$ cat src/prom_cfg.svh
// Purpose: constants for the serial configuration memory loader
// Assumes: system clock period of 5 ns
// Notes:   timing counts are derived from the printed times
`ifndef PROM_CFG_SVH
`define PROM_CFG_SVH

`define PROM_CLK_NS       5
`define PROM_SK_SLOW_NS   4000
`define PROM_SK_FAST_NS   800
// half serial clock periods in system cycles
`define PROM_HALF_SLOW    ((`PROM_SK_SLOW_NS / 2) / `PROM_CLK_NS)
`define PROM_HALF_FAST    ((`PROM_SK_FAST_NS / 2) / `PROM_CLK_NS)
`define PROM_SPEED_SLOW   2'b11
`define PROM_SPEED_FAST   2'b00
`define PROM_READ_OP      3'b110
`define PROM_OP_BITS      3
`define PROM_DATA_BITS    16
`define PROM_SYNC_SETTLE  2'h2
`define PROM_HALF_W       11

`endif

$ cat src/prom_pkg.sv
// Purpose: shared types of the configuration loader
// Assumes: nothing beyond the constants header
// Notes:   host bus width and loader state encodings
package prom_pkg;

  typedef enum logic [1:0] {
    BUS_8,
    BUS_16,
    BUS_32
  } bus_mode_t;

  typedef enum logic [2:0] {
    S_SETTLE,
    S_CMD,
    S_DATA,
    S_GAP,
    S_DONE
  } load_state_t;

endpackage : prom_pkg

$ cat src/prom_clk_div.sv
// Purpose: serial memory clock divider with edge enables
// Assumes: half period count held stable while enabled
// Notes:   clock idles low; first rise comes half a period after enable
`timescale 1ns/1ps
`include "prom_cfg.svh"

module prom_clk_div #(
  parameter int HALF_W = `PROM_HALF_W
) (
  input  wire logic              clk,
  input  wire logic              rst,
  input  wire logic              en,
  input  wire logic [HALF_W-1:0] half_cnt,
  output logic                   sk,
  output logic                   rise,
  output logic                   fall
);

  logic [HALF_W-1:0] cnt_q;
  logic [HALF_W-1:0] cnt_d;
  logic              sk_q;
  logic              sk_d;
  logic              wrap;

  // refused at elaboration: a one-bit counter cannot mark a half period
  if (HALF_W < 2) begin : g_bad_half
    $error("prom_clk_div: HALF_W too small");
  end

  // wrap marks the end of each half period
  always_comb begin
    wrap  = en && (cnt_q == half_cnt - 1'b1);
    cnt_d = wrap || !en ? '0 : cnt_q + 1'b1;
    sk_d  = !en ? 1'b0 : (wrap ? !sk_q : sk_q);
  end

  always_ff @(posedge clk or posedge rst) begin
    if (rst) begin
      cnt_q <= '0;
      sk_q  <= 1'b0;
    end else begin
      cnt_q <= cnt_d;
      sk_q  <= sk_d;
    end
  end

  assign sk   = sk_q;
  assign rise = wrap && !sk_q;
  assign fall = wrap && sk_q;

endmodule : prom_clk_div

$ cat src/prom_loader.sv
// Purpose: load power-up configuration words from a serial memory
// Assumes: three-wire read protocol, data changes after serial clock rise
// Notes:   straps are caught once after reset; words stream out as pulses
`timescale 1ns/1ps
`include "prom_cfg.svh"

//////////////////////////////////////////////////////////////////////////////
// Behaviour
// RL1: strap high means memory fitted; serial interface runs.
// RL2: strap low or open means no memory; nothing is loaded.
// RL3: bus speed 11 gives a 4 us serial clock cycle.
// RL4: bus speed 00 gives an 800 ns serial clock cycle.
// RL5: generated serial clock shifts configuration data out of memory.
// RL6: output pin carries command and address into the memory.
// RL7: with memory fitted, input pin bits are sampled as data.
// RL8: without memory, input pin is bus width strap: low 8, high 16. With HOST_BUS_32 set, the pin is ignored and the mode is always BUS_32.
// RL9: straps sampled once after reset release, held until next reset.
module prom_loader
  import prom_pkg::*;
#(
  parameter int       ADDR_BITS   = 6,
  parameter int       NUM_WORDS   = 8,
  parameter bit       HOST_BUS_32 = 1'b0
) (
  input  wire logic                 CLK_SYS,
  input  wire logic                 SYS_RST,
  input  wire logic                 PROM_PRESENT_STRAP,
  input  wire logic                 SERIAL_PROM_IN,
  input  wire logic [1:0]           ONCHIP_BUS_SPEED_CTRL,
  output logic                      SERIAL_PROM_CLOCK,
  output logic                      SERIAL_PROM_OUT,
  output logic                      PROM_CHIP_SELECT,
  output logic [15:0]               CFG_WORD,
  output logic [ADDR_BITS-1:0]      CFG_ADDR,
  output logic                      CFG_VALID,
  output logic                      LOAD_DONE,
  output logic                      PROM_FITTED,
  output prom_pkg::bus_mode_t       BUS_MODE
);
  import prom_pkg::*;

  localparam int CMD_W = `PROM_OP_BITS + ADDR_BITS;
  localparam logic [`PROM_HALF_W-1:0] HALF_SLOW = `PROM_HALF_W'(`PROM_HALF_SLOW);
  localparam logic [`PROM_HALF_W-1:0] HALF_FAST = `PROM_HALF_W'(`PROM_HALF_FAST);
  localparam int SLOW_PER = 2 * `PROM_HALF_SLOW - 1;
  localparam int FAST_PER = 2 * `PROM_HALF_FAST - 1;

  // refused at elaboration: word count beyond the address space, or a
  // command longer than the five-bit bit counter can step through
  if (NUM_WORDS < 1 || NUM_WORDS > (1 << ADDR_BITS) || CMD_W > 32) begin : g_bad_size
    $error("prom_loader: word count or address width not supported");
  end

  // undocumented speeds fall back to the slow clock, the safe choice
  function automatic logic [`PROM_HALF_W-1:0] half_for(input logic [1:0] spd);
    half_for = (spd == `PROM_SPEED_FAST) ? HALF_FAST : HALF_SLOW;
  endfunction : half_for

  //////////////////////////////////////////////////////////////////////////
  // pin synchronisers; first stage feeds only the second
  logic [1:0] strap_sync_q;
  logic [1:0] din_sync_q;
  logic       strap_s;
  logic       din_s;

  always_ff @(posedge CLK_SYS or posedge SYS_RST) begin
    if (SYS_RST) begin
      strap_sync_q <= 2'h0;
      din_sync_q   <= 2'h0;
    end else begin
      strap_sync_q <= {strap_sync_q[0], PROM_PRESENT_STRAP};
      din_sync_q   <= {din_sync_q[0], SERIAL_PROM_IN};
    end
  end

  assign strap_s = strap_sync_q[1];
  assign din_s   = din_sync_q[1];

  //////////////////////////////////////////////////////////////////////////
  // loader state
  load_state_t               state_q, state_d;
  logic [1:0]                settle_q, settle_d;
  logic                      fitted_q, fitted_d;
  bus_mode_t                 mode_q, mode_d;
  logic [`PROM_HALF_W-1:0]   half_q, half_d;
  logic [4:0]                bit_q, bit_d;
  logic [ADDR_BITS-1:0]      addr_q, addr_d;
  logic [15:0]               shift_q, shift_d;
  logic [15:0]               word_q, word_d;
  logic                      valid_q, valid_d;
  logic                      cs_q, cs_d;
  logic                      do_q, do_d;
  logic                      sk;
  logic                      rise;
  logic                      fall;
  logic [CMD_W-1:0]          cmd;

  assign cmd = {`PROM_READ_OP, addr_q};

  // serial clock only runs while words are being fetched, the gap after each word, the last one too, included
  prom_clk_div #(
    .HALF_W   (`PROM_HALF_W)
  ) u_div (
    .clk      (CLK_SYS),
    .rst      (SYS_RST),
    .en       (state_q == S_CMD || state_q == S_DATA || state_q == S_GAP),
    .half_cnt (half_q),
    .sk       (sk),
    .rise     (rise),
    .fall     (fall)
  );

  // sequencer: command bits change on falls, data sampled on rises
  always_comb begin
    state_d  = state_q;
    settle_d = settle_q;
    fitted_d = fitted_q;
    mode_d   = mode_q;
    half_d   = half_q;
    bit_d    = bit_q;
    addr_d   = addr_q;
    shift_d  = shift_q;
    word_d   = word_q;
    valid_d  = 1'b0;
    cs_d     = cs_q;
    do_d     = do_q;
    unique case (state_q)
      S_SETTLE: begin
        settle_d = settle_q + 2'h1;
        // wait out the synchroniser before catching the straps
        if (settle_q == `PROM_SYNC_SETTLE) begin
          fitted_d = strap_s;                                     // RL9
          half_d   = half_for(ONCHIP_BUS_SPEED_CTRL);             // RL3 RL4
          if (HOST_BUS_32)
            mode_d = BUS_32;
          else
            mode_d = (!strap_s && din_s) ? BUS_16 : BUS_8;        // RL8
          if (strap_s) begin
            state_d = S_CMD;                                      // RL1
            cs_d    = 1'b1;
            do_d    = 1'b1;
            bit_d   = 5'h0;
          end else begin
            state_d = S_DONE;                                     // RL2
          end
        end
      end
      S_CMD: begin
        if (rise) begin
          bit_d = bit_q + 5'h1;
          if (bit_q == 5'(CMD_W - 1)) begin
            state_d = S_DATA;
            bit_d   = 5'h0;
          end
        end else if (fall) begin
          do_d = cmd[CMD_W - 1 - int'(bit_q)];                    // RL6
        end
      end
      S_DATA: begin
        if (fall)
          do_d = 1'b0;
        if (rise) begin
          // first rise carries the memory's leading dummy zero
          shift_d = {shift_q[14:0], din_s};                       // RL5 RL7
          bit_d   = bit_q + 5'h1;
          if (bit_q == 5'(`PROM_DATA_BITS)) begin
            word_d  = {shift_q[14:0], din_s};
            valid_d = 1'b1;
            cs_d    = 1'b0;
            bit_d   = 5'h0;
            state_d = S_GAP;
          end
        end
      end
      S_GAP: begin
        // select low through one more rise and the fall after it; leaving on a
        // fall keeps select from rising with the clock and stops it low, no runt
        if (rise)
          bit_d = 5'h1;
        if (fall && bit_q == 5'h1) begin
          if (addr_q == ADDR_BITS'(NUM_WORDS - 1)) begin
            state_d = S_DONE;
          end else begin
            addr_d  = addr_q + 1'b1;
            state_d = S_CMD;
            cs_d    = 1'b1;
            do_d    = 1'b1;
            bit_d   = 5'h0;
          end
        end
      end
      S_DONE: begin
        cs_d = 1'b0;
        do_d = 1'b0;
      end
    endcase
  end

  always_ff @(posedge CLK_SYS or posedge SYS_RST) begin
    if (SYS_RST) begin
      state_q  <= S_SETTLE;
      settle_q <= 2'h0;
      fitted_q <= 1'b0;
      mode_q   <= BUS_8;
      half_q   <= HALF_SLOW;
      bit_q    <= 5'h0;
      addr_q   <= '0;
      shift_q  <= 16'h0000;
      word_q   <= 16'h0000;
      valid_q  <= 1'b0;
      cs_q     <= 1'b0;
      do_q     <= 1'b0;
    end else begin
      state_q  <= state_d;
      settle_q <= settle_d;
      fitted_q <= fitted_d;
      mode_q   <= mode_d;
      half_q   <= half_d;
      bit_q    <= bit_d;
      addr_q   <= addr_d;
      shift_q  <= shift_d;
      word_q   <= word_d;
      valid_q  <= valid_d;
      cs_q     <= cs_d;
      do_q     <= do_d;
    end
  end

  // outputs straight from flops, except LOAD_DONE, decoded from state_q
  assign SERIAL_PROM_CLOCK = sk;
  assign SERIAL_PROM_OUT   = do_q;
  assign PROM_CHIP_SELECT  = cs_q;
  assign CFG_WORD          = word_q;
  assign CFG_ADDR          = addr_q;
  assign CFG_VALID         = valid_q;
  assign LOAD_DONE         = (state_q == S_DONE);
  assign PROM_FITTED       = fitted_q;
  assign BUS_MODE          = mode_q;

  //////////////////////////////////////////////////////////////////////////
  // helper: cycles since the last serial clock rise
  logic [11:0] per_q;
  logic        seen_q;

  always_ff @(posedge CLK_SYS or posedge SYS_RST) begin
    if (SYS_RST) begin
      per_q  <= 12'h000;
      seen_q <= 1'b0;
    end else begin
      per_q  <= rise ? 12'h000 : per_q + 12'h001;
      seen_q <= (seen_q || rise) && (state_q != S_SETTLE);
    end
  end
endmodule : prom_loader

$ cat config.mk
export PLATFORM = sky130hd
export DESIGN_NAME = prom_loader
export DESIGN_NICKNAME = d
export VERILOG_FILES = /design/src/prom_pkg.sv /design/src/prom_clk_div.sv /design/src/prom_loader.sv
export VERILOG_INCLUDE_DIRS = /design/src
export SDC_FILE = /design/constraint.sdc
export NUM_CORES = 1
export LEC_CHECK = 0
export BUFFER_PORTS_ARGS = -buffer_cell sky130_fd_sc_hd__buf_4
export CORE_UTILIZATION = 25
export CTS_CLUSTER_SIZE = 25
export DETAILED_ROUTE_END_ITERATION = 7
export PLACE_DENSITY = 0.4
export SKIP_CTS_REPAIR_TIMING = 1
export SKIP_LAST_GASP = 1
export SYNTH_ARGS = -nofsm -noshare
export SYNTH_HDL_FRONTEND = slang
export SYNTH_HIERARCHICAL = 1
export SYNTH_SLANG_ARGS = --single-unit
$ cat constraint.sdc
create_clock -name CLK_SYS -period 5.49 [get_ports CLK_SYS]
set_clock_uncertainty 0.15 [all_clocks]
set_input_delay 0.2745 -clock CLK_SYS [delete_from_list [all_inputs] [get_ports CLK_SYS]]
set_output_delay 0.2745 -clock CLK_SYS [all_outputs]
set_load 0.01 [all_outputs]
# Word level (Yosys, flattened, before mapping)

Cells that the tools add are included.

Register bits: 80
Logic and storage cells: 110
Output and inout bits: 30

$lt $le $gt $ge: 1
Multiplexer cells: 41
$add $sub $neg: 6
Equality and inequality tests: 22
Reductions and logical operators: 23
Bitwise logic cells: 1

Operators by type and width:

| operator                                              | number |
|---|---|
| two-way mux 5 bit                                     | 9 |
| two-way mux 3 bit                                     | 8 |
| AND reduction 7 bit                                   | 3 |
| case mux 5 bit (4 select lines)                       | 1 |
| inequality test 2 bit, second input constant          | 9 |
| two-way mux 1 bit                                     | 17 |
| case mux 3 bit (4 select lines)                       | 1 |
| adder 11 x 1 -> 11 bit, second input constant         | 1 |
| == test 11 bit                                        | 1 |
| two-way mux 11 bit                                    | 1 |
| subtractor 11 x 1 -> 11 bit, second input constant    | 1 |
| two-way mux 9 bit                                     | 1 |
| nonzero test 4 bit                                    | 2 |
| adder 6 x 1 -> 6 bit, second input constant           | 1 |
| == test 3 x 2 -> 1 bit, second input constant         | 2 |
| == test 6 x 3 -> 1 bit, second input constant         | 1 |
| less-than comparator 6 bit, second input constant     | 1 |
| inequality test 2 x 1 -> 1 bit, second input constant | 3 |
| AND reduction 3 bit                                   | 2 |
| subtractor 4 x 5 -> 6 bit, first input constant       | 1 |
| adder 5 x 1 -> 5 bit, second input constant           | 1 |
| == test 5 x 1 -> 1 bit, second input constant         | 1 |
| == test 5 x 4 -> 1 bit, second input constant         | 1 |
| == test 5 bit, second input constant                  | 1 |
| other kinds (15)                                      | 24 |

# Logic depth before layout (Yosys ltp)

Gate-level depths: netlist (run 1).

Depth after elaboration: 9
Mapped depth: 15

# Hierarchy

The synthesis (run 1) kept the hierarchy.

Modules (own cells, without submodules):

| module       | area each (um^2) | times used | seq. area each (um^2) | cells an instance |
|---|---|---|---|---|
| prom_loader  | 2780.2           | 1          | 1452.6                | 231 |
| prom_clk_div | 978.4            | 1          | 300.3                 | 115 |

# Worst setup path before layout (run 1)

OpenSTA, ideal clock, no wires.

Path type: register to register
Start point: register u_div.cnt_q[8]
End point: register shift_q[0]
Slack: 2.355 ns
Data arrival time: 2.860 ns
Data required time: 5.215 ns
Stages on the path, launching flop included: 12
Setup time: 0.125 ns
Clock period less this slack: 3.135 ns
Path buffers: 3
Path through: dfrtp_1 -> clkbuf_1 -> or2_2 -> a311o_1 -> o21ai_0 -> o22ai_1 -> or2_1 -> nor3_1 -> and3_1 -> buf_4 -> buf_2 -> mux2_2

Longest elaborated chain between the ends: 4

Ends and longest elaborated chain:

| what                                 | line               | source |
|---|---|---|
| start, declared                      | prom_clk_div.sv:19 | `logic [HALF_W-1:0] cnt_q;` |
| start signal, assigned               | prom_clk_div.sv:42 | `cnt_q <= cnt_d;` |
| == test 11 bit                       | prom_clk_div.sv:32 | `wrap = en && (cnt_q == half_cnt - 1'b1);` |
| logical AND 1 bit                    | prom_clk_div.sv:32 |  |
| logical AND 1 bit                    | prom_clk_div.sv:48 | `assign rise = wrap && !sk_q;` |
| named net rise                       | prom_loader.sv:94  | `logic rise;` |
| AND reduction 2 bit (no source line) | -                  |  |
| end signal, assigned                 | prom_loader.sv:221 | `shift_q <= shift_d;` |
| end, declared                        | prom_loader.sv:88  | `logic [15:0] shift_q, shift_d;` |

The timed path passes the listed nets, and every way through them passes these cells.
A chain may end at the register's enable or synchronous reset.

# Worst setup path in the final report (run 1)

Start point: register half_q[7]
End point: register word_q[13] (netlist: CFG_WORD[13])

Longest elaborated chain between the ends: 5

Ends and longest elaborated chain:

| what                                 | line               | source |
|---|---|---|
| start, declared                      | prom_loader.sv:85  | `` logic [`PROM_HALF_W-1:0] half_q, half_d; `` |
| start signal, assigned               | prom_loader.sv:218 | `half_q <= half_d;` |
| subtractor 11 x 1 -> 11 bit          | prom_clk_div.sv:32 |  |
| == test 11 bit                       | prom_clk_div.sv:32 |  |
| logical AND 1 bit                    | prom_clk_div.sv:32 |  |
| logical AND 1 bit                    | prom_clk_div.sv:48 |  |
| named net rise                       | prom_loader.sv:94  |  |
| AND reduction 3 bit (no source line) | -                  |  |
| end signal, assigned                 | prom_loader.sv:222 | `word_q <= word_d;` |
| end, declared                        | prom_loader.sv:89  | `logic [15:0] word_q, word_d;` |

The timed path passes the listed nets, and every way through them passes these cells.

==> impl_summary.md, run 1 <==
Hold path
The worst hold path belongs to the class in -> reg. Along the worst hold path, the cell count comes to 3. The worst min-delay path startpoint is ONCHIP_BUS_SPEED_CTRL[0]. The end point of the most critical hold path is half_q[7].

Critical path
The number of cells on the worst reg-to-reg path is 9. The startpoint identified for the worst register-to-register timing path is half_q[7]. The worst setup slack for register-to-register paths is 1.33 ns. The biggest fanout along the worst timing path is 18.

For the worst setup path, the data required time is 5.55 ns. Data arrives at the worst endpoint at 4.22 ns. The type of origin of the critical path is a flip-flop. The endpoint class of the critical path is a flip-flop. The setup path with the least slack is of type reg -> reg.

In this run the critical register-to-register path is captured at CFG_WORD[13].

Job
The number of violations of the max-capacitance limit is 0.

Clock network
The number of buffers created by CTS is 9. The H-tree generated during clock tree synthesis spans 3 levels. For this design, the sink count on the clock tree is 70. TritonCTS built the clock tree. The clock slew at the register clock pins of the worst setup and hold paths is 0.06 ns. The worst-skew pair later-pin latency is 0.33 ns. The root buffer cell chosen for the clock tree is sky130_fd_sc_hd__clkbuf_16. The maximum count of clock buffers along a single path is 2.

Floorplan
The floorplan has 44 rows. The die span in x is 125 µm. The die area is 0.0155 mm². The area of the placeable core is 0.0146 mm². From bottom edge to top edge, the die measures 125 µm. The starting density of the core is 0.258. During I/O placement, the number of pins put on the boundary was 36.

STA
The number of failing hold endpoints at the final stage is 0. The final clock period utilization by the worst path is 0.758. The achievable clock frequency is 0.240 GHz. The transition time of the tightest slew-check pin is 0.788 ns. Hold is met by 0.0785 ns.

The max-slew violation count is 0. The clock period minus final worst setup slack is 4.16 ns. Setup violations remaining at the end of the flow were counted as 0. The worst pin sits at a relative slew slack of 0.471. Setup repair after global routing left no endpoint under its margin. The final total negative setup slack is 0 ns.

Power and ir drop
The maximum resistive drop on vdd is 0.000148 V. In this run the power density over the cells is 323 mW/mm². The design draws 0.00149 W. The static leakage power is 2.10 nW.

Drt
The vias per cell is 4.53. For this run, the detailed router's first-pass iteration total came to 4. For this block, the initial DRC count from the detailed router was 140.

The routed length per instance is 13.1 µm. The detailed-route wire length is 7.87 mm. The routed layout has 2,716 vias. After detailed routing, the number of remaining DRC violations is 0. The count of nets left with antenna violations once routing finished came out at 0.

GRT
The number of global-route vias before repair came to 2,667. The maximum number of pins on one net before global-route repair is 59. In the global route stage, overall resource usage came out at 0.109.

The wire length of the first global-routing pass is 13.9 mm. The leftover overflow at the end of global routing is 0. The number of antenna violations at the first check in global routing came to 0.

Logic synthesis
Counting flops with a built-in enable in the synthesized netlist gives 0. The async set-or-reset flop fraction in the synthesized netlist is 1.00. In this run the mean area of a mapped cell was 10.9 µm². In this run the cell area of the synthesized design comes to 0.00376 mm². Counting every instance in the synthesized netlist gives 346.

The most common flop cell mapped by yosys is sky130_fd_sc_hd__dfrtp_1. After synthesis the netlist holds a flip-flop and latch count of 70. The number of warning messages in the yosys log is 6. Yosys mapped the design onto 67 distinct sky130hd cell types. Of the synthesized area, sequential elements account for 0.466.

Outcome
The run finished with clean final reports.

Place
The cell area after placement is 0.00427 mm². The final weighted congestion in routability-driven placement is 0.724. The half-perimeter wire length after placement is 5.52 mm.

The count of buffers added on input and output ports is 34.

Layout
Relative to the synthesized area, the layout overhead comes to 22.3%. The number of fill cells in the layout is 1,506. The number of nets in the layout is 425. In the final layout, the share of cells above drive strength 1 is 0.248.

After routing the design area is 0.00460 mm². The diode insertion count for antenna repair is 0.
-- layout make-up --
class | instances | area, µm² | area share
repair buffers | 38 | 293 | 0.0637
clock inverters | 6 | 70.1 | 0.0152
clock buffers | 10 | 229 | 0.0498
inverters | 17 | 63.8 | 0.0139
flip-flops and latches | 70 | 1750 | 0.381
multi-input cells | 275 | 1960 | 0.426
well taps | 184 | 230 | 0.0501
-- state kept, by name (all words and copies together), names as in the netlist --
name              cells
bit_q                 5
din_sync_q            2
u_div/sk              1
CFG_VALID             1
strap_sync_q          2
u_div/cnt_q          11
CFG_WORD             16
half_q                2
CFG_ADDR              6
PROM_CHIP_SELECT      1
SERIAL_PROM_OUT       1
PROM_FITTED           1
shift_q              15
BUS_MODE              1
settle_q              2
state_q               3
-- cell usage after synthesis (all sizes together) (2+ instances only) --
master / n / share of area
a21o: 5 / 0.010
a21oi: 8 / 0.014
a311o: 3 / 0.0080
a311oi: 2 / 0.0047
a31o: 2 / 0.0047
a31oi: 3 / 0.0050
a32oi: 2 / 0.0047
and2: 3 / 0.0050
and3: 7 / 0.012
buf: 12 / 0.023
clkbuf: 5 / 0.0053
conb: 2 / 0.0020
dfrtp: 69 / 0.46
ha: 8 / 0.027
inv: 17 / 0.017
mux2: 35 / 0.10
mux2i: 2 / 0.0053
nand2: 11 / 0.011
nand2b: 2 / 0.0033
nand3: 13 / 0.022
nand4: 9 / 0.015
nor2: 19 / 0.019
nor2b: 5 / 0.0090
nor3: 11 / 0.015
nor3b: 3 / 0.0073
nor4: 6 / 0.010
nor4b: 4 / 0.013
o211ai: 2 / 0.0040
o21ai: 20 / 0.029
o21bai: 3 / 0.0060
o22ai: 2 / 0.0033
or2: 2 / 0.0033
or3: 2 / 0.0047
xnor2: 16 / 0.037
xor2: 14 / 0.033
-- cell families after synthesis --
group | synth area share
XOR/XNOR | 0.0699
multiplexers | 0.110
AND/OR/NAND/NOR | 0.163
flip-flops | 0.466
other | 0.00200
AO/OA/AOI/OAI | 0.116
buffers and inverters | 0.0453
adder cells (fa/ha/maj) | 0.0266
-- per-layer routing --
metal  global-route usage  wire length [µm]  vias to the layer above
met2                0.170              3640                       38
li1                     -                 -                     1342
met1                0.149              3880                     1322
met3               0.0189               209                       14
met5                    0                 0                        -
met4               0.0468               148                        0
-- cells in the final DEF, fill, tap and decap left out, drive strengths merged, types with 2 or more instances in the layout --
| cell type | count |
|---|---|
| nor2 | 19 |
| a311oi | 2 |
| and2 | 3 |
| xnor2 | 16 |
| a32oi | 2 |
| clkbuf | 10 |
| mux2 | 35 |
| o211ai | 2 |
| inv | 19 |
| nor3b | 3 |
| dfrtp | 69 |
| nand4 | 9 |
| buf | 35 |
| nand3 | 13 |
| nor3 | 11 |
| ha | 8 |
| a311o | 3 |
| o22ai | 2 |
| dlygate4sd3 | 3 |
| nand2b | 2 |
| a31o | 2 |
| or3 | 2 |
| a31oi | 3 |
| o21ai | 20 |
| and3 | 7 |
| nor4 | 6 |
| a21o | 5 |
| xor2 | 14 |
| conb | 35 |
| o21bai | 3 |
| nor2b | 5 |
| a21oi | 8 |
| nor4b | 4 |
| nand2 | 11 |
| or2 | 2 |
| mux2i | 2 |
| clkinvlp | 3 |
-- critical path: stages (launching register included) --
cell                       delay, ns
sky130_fd_sc_hd__dfstp_2        0.63
sky130_fd_sc_hd__xnor2_1        0.19
sky130_fd_sc_hd__a21boi_0       0.23
sky130_fd_sc_hd__o2111a_1       0.26
sky130_fd_sc_hd__o22ai_1        0.08
sky130_fd_sc_hd__or2_1          0.27
sky130_fd_sc_hd__nor3_1         0.62
sky130_fd_sc_hd__and3_1         0.79
sky130_fd_sc_hd__nand3_4        0.42
sky130_fd_sc_hd__mux2_2         0.39
-- report_power, final --
part | switching [W] | total [W] | internal (W)
combinational | 0.000154 | 0.000286 | 0.000132
sequential | 0.0000575 | 0.000616 | 0.000558
clock | 0.000231 | 0.000586 | 0.000355
total | 0.000442 | 0.00149 | 0.00104
-- how the worst max path moves through the flow --
stage                               from            to  slack, ns  cells past startpoint
final                          half_q[7]  CFG_WORD[13]       1.33                      9
after global routing      u_div/cnt_q[5]   CFG_WORD[1]       0.70                      9
after CTS                      half_q[7]  CFG_WORD[15]       1.28                      9
after detailed placement  u_div/cnt_q[5]  CFG_WORD[10]       1.30                      9
after global placement    u_div/cnt_q[5]   CFG_WORD[1]       1.41                      9
after floorplan           u_div/cnt_q[8]    shift_q[0]       2.35                     11
-- per-stage QoR --
stage,cells,setup slack (ns),util
6_report,600,1.33,0.315
3_3_place_gp,581,1.41,0.293
2_1_floorplan,379,2.35,-
4_1_cts,597,1.28,0.313
5_1_grt,600,0.703,0.315
3_5_place_dp,581,1.30,0.293
(Power assumes the default switching activity.)
==> inputs of run 2 (changes only) <==
- clock period: 5.49 -> 4.2 ns (I/O delays scaled with it)
==> impl_summary.md, run 2 (synthesis gave the netlist of run 1 again) <==
Outcome
The run finished with clean final reports.

Power and ir drop
The maximum resistive drop on vdd came to 0.000174 V (+17%). The power per cell area was 435 mW/mm² (+34%). The share of total power in the clock network is 0.416 (+0.022).

The share of power burned in combinational logic is 0.187 (-0.005). The sequential group share of total power is 0.397 (-0.017). The internal power summed over all cells was 0.00144 W (+38%). The static leakage power came to 2.13 nW (+1.5%). The power dissipated by switching net loads is 0.000579 W (+31%). The switching part of the total power came to 0.286 (-0.0111).

Drt
The final antenna-violating net count was 0 (unchanged). The vias per cell was 4.51 (-0.37%). The routed length per instance is 13.4 µm (+2.1%). The remaining design rule violation count is 0 (unchanged). The number of detailed-route iterations in the first pass is 4 (unchanged).

The routed via count came to 2,715 (-0.037%). The detailed-route wire length is 8.07 mm (+2.5%). The number of DRC markers in iteration 0 is 109 (-22%).

Floorplan
The starting density of the core is 0.258 (unchanged). The area of the placeable core was 0.0146 mm² (unchanged). The count of boundary I/O pins is 36 (unchanged). The die area is 0.0155 mm² (unchanged). The number of rows in the core area is 44 (unchanged). The height of the die is 125 µm (unchanged). The die span in x is 125 µm (unchanged).

GRT
The wire length of the first global-routing pass is 14.0 mm (+0.75%). The leftover overflow at the end of global routing was 0 (unchanged). The total global routing track utilization is 0.112 (+0.00285). The number of antenna violations at the first check in global routing is 0 (unchanged). The number of global-route vias before repair is 2,704 (+1.4%). The maximum number of pins on one net before global-route repair is 37 (-37%).

Critical path
The endpoint required time on the critical path is 4.27 ns (-1.28 ns). The critical path is of the reg -> reg type. The biggest fanout along the worst timing path came to 11 (-7).

The type of origin of the critical path is a flip-flop. The logic depth of the worst register-to-register path is 9 (unchanged). The worst setup path is captured at a flip-flop. The arrival time of data at the critical path endpoint was 3.62 ns (-0.60 ns). The worst setup slack for register-to-register paths is 0.64 ns (-0.69 ns).

Place
The final weighted congestion in routability-driven placement came to 0.747 (+3.1%). The half-perimeter wire length after placement came to 5.68 mm (+2.8%). The port buffer count is 34 (unchanged). The cell area after placement is 0.00428 mm² (+0.35%).

The placed instance count is 583 (+0.34%).

Layout
The post-route cell area came to 0.00465 mm² (+1.0%). The share of layout cells above drive strength 1 came to 0.254 (+0.00599). The fraction of the core area covered by cells at the end of the flow was 0.318 (+0.00326). The total area of sequential cells is 0.00175 mm² (unchanged). The number of nets in the layout came to 427 (+0.47%). The final cell count without fillers is 602 (+0.33%). The library cells used most frequently in the layout, excluding fill and tap cells, are 69 x sky130_fd_sc_hd__dfrtp_1, 37 x sky130_fd_sc_hd__buf_4, 35 x sky130_fd_sc_hd__mux2_2, 35 x sky130_fd_sc_hd__conb_1, 19 x sky130_fd_sc_hd__nor2_1. The library cell used most frequently in the layout, excluding fill and tap cells, is sky130_fd_sc_hd__dfrtp_1.

The diode insertion count for antenna repair was 0 (unchanged). The area of combinational cells with multiple inputs came to 0.00196 mm² (unchanged). The number of fill cells in the layout is 1,487 (-1.3%). The area growth from synthesis to layout is 23.6%. The flip-flop count of the largest register after layout is 16 (unchanged).

STA
The transition time of the tightest slew-check pin is 0.818 ns (+0.0296 ns). The achievable clock frequency is 0.281 GHz (+17%). The number of failing hold endpoints at the final stage is 0 (unchanged). The worst slew margin relative to its limit was 0.455 (-0.0157). The worst hold slack across all endpoints is 0.0166 ns (-0.0619 ns).

The max-slew violation count is 0 (unchanged). The count of final setup violators is 0 (unchanged). The final clock period utilization by the worst path is 0.847 (+0.0888). Setup repair after global routing left no endpoint under its margin. The clock period minus final worst setup slack was 3.56 ns (-0.605 ns). The final total negative setup slack is 0 ns (unchanged).

Clock network
The cell at the root of the clock tree is sky130_fd_sc_hd__clkbuf_16. The CTS tree is done. The worst-skew pair later-pin latency is 0.33 ns (about the same).

The clock slew at the register clock pins of the worst setup and hold paths is 0.06 ns (about the same). The number of buffers created by CTS is 9 (unchanged). The number of sinks on the clock net was 70 (unchanged). The maximum level of the CTS H-tree is 3 (unchanged). The maximum count of clock buffers along a single path is 2 (unchanged).

Hold path
The class of the tightest hold or removal check is in -> reg. The number of cells on the worst hold path was 3 (unchanged).

Job
The number of violations of the max-capacitance limit is 0 (unchanged).
[run 2: cell types whose count changed in the layout (fill, tap and decap cells not counted), sizes merged]
cell      delta
buf          +2
bufinv       +1
clkinvlp     -1
[run 2: area by class of cell]
cell class                      count  share of cell area
Multi-Input combinational cell    275               0.422
Inverter                           17              0.0137
Clock buffer                       10              0.0514
Timing Repair Buffer               40              0.0663
Sequential cell                    70               0.377
Clock inverter                      6              0.0199
Tap cell                          184              0.0496
[run 2: worst max-delay path, stage by stage (launching register included)]
cell,delay [ns]
sky130_fd_sc_hd__dfstp_2,0.63
sky130_fd_sc_hd__xnor2_1,0.20
sky130_fd_sc_hd__a21boi_0,0.24
sky130_fd_sc_hd__o2111a_1,0.27
sky130_fd_sc_hd__o22ai_1,0.08
sky130_fd_sc_hd__or2_1,0.28
sky130_fd_sc_hd__nor3_1,0.55
sky130_fd_sc_hd__nand3_2,0.19
sky130_fd_sc_hd__nor3b_2,0.46
sky130_fd_sc_hd__mux2_2,0.39
[run 2: power groups by stage]
stage / logic, W / registers [W] / clock network (W)
6_report: 0.000378 / 0.000803 / 0.000840
5_1_grt: 0.000425 / 0.000818 / 0.000896
4_1_cts: 0.000378 / 0.000803 / 0.000864
3_5_place_dp: 0.000377 / 0.000815 / 0
3_3_place_gp: 0.000372 / 0.000813 / 0
2_1_floorplan: 0.000288 / 0.000792 / 0
[run 2: path summary, 6_finish.rpt]
kind	from	endpoint
max	half_q[7]	CFG_ADDR[1]
min	ONCHIP_BUS_SPEED_CTRL[0]	half_q[7]
max reg2reg	half_q[7]	CFG_ADDR[1]
min reg2reg	din_sync_q[0]	din_sync_q[1]
max in group asynchronous	SYS_RST	half_q[7]
min in group asynchronous	SYS_RST	u_div/cnt_q[8]
[run 2: per-stage QoR]
step / worst slack [ns] / power [W]
floorplan: 1.06 / 0.00108
global placement: 0.857 / 0.00119
detailed placement: 0.674 / 0.00119
CTS: 0.661 / 0.00205
global route: 0.355 / 0.00214
finish: 0.644 / 0.00202
[run 2: routing by layer]
metal | routed length, µm | vias to the layer above | GRT usage
li1 | - | 1350 | -
met1 | 3990 | 1315 | 0.146
met2 | 3740 | 38 | 0.182
met3 | 190 | 12 | 0.0180
met4 | 147 | 0 | 0.0532
met5 | 0 | - | 0
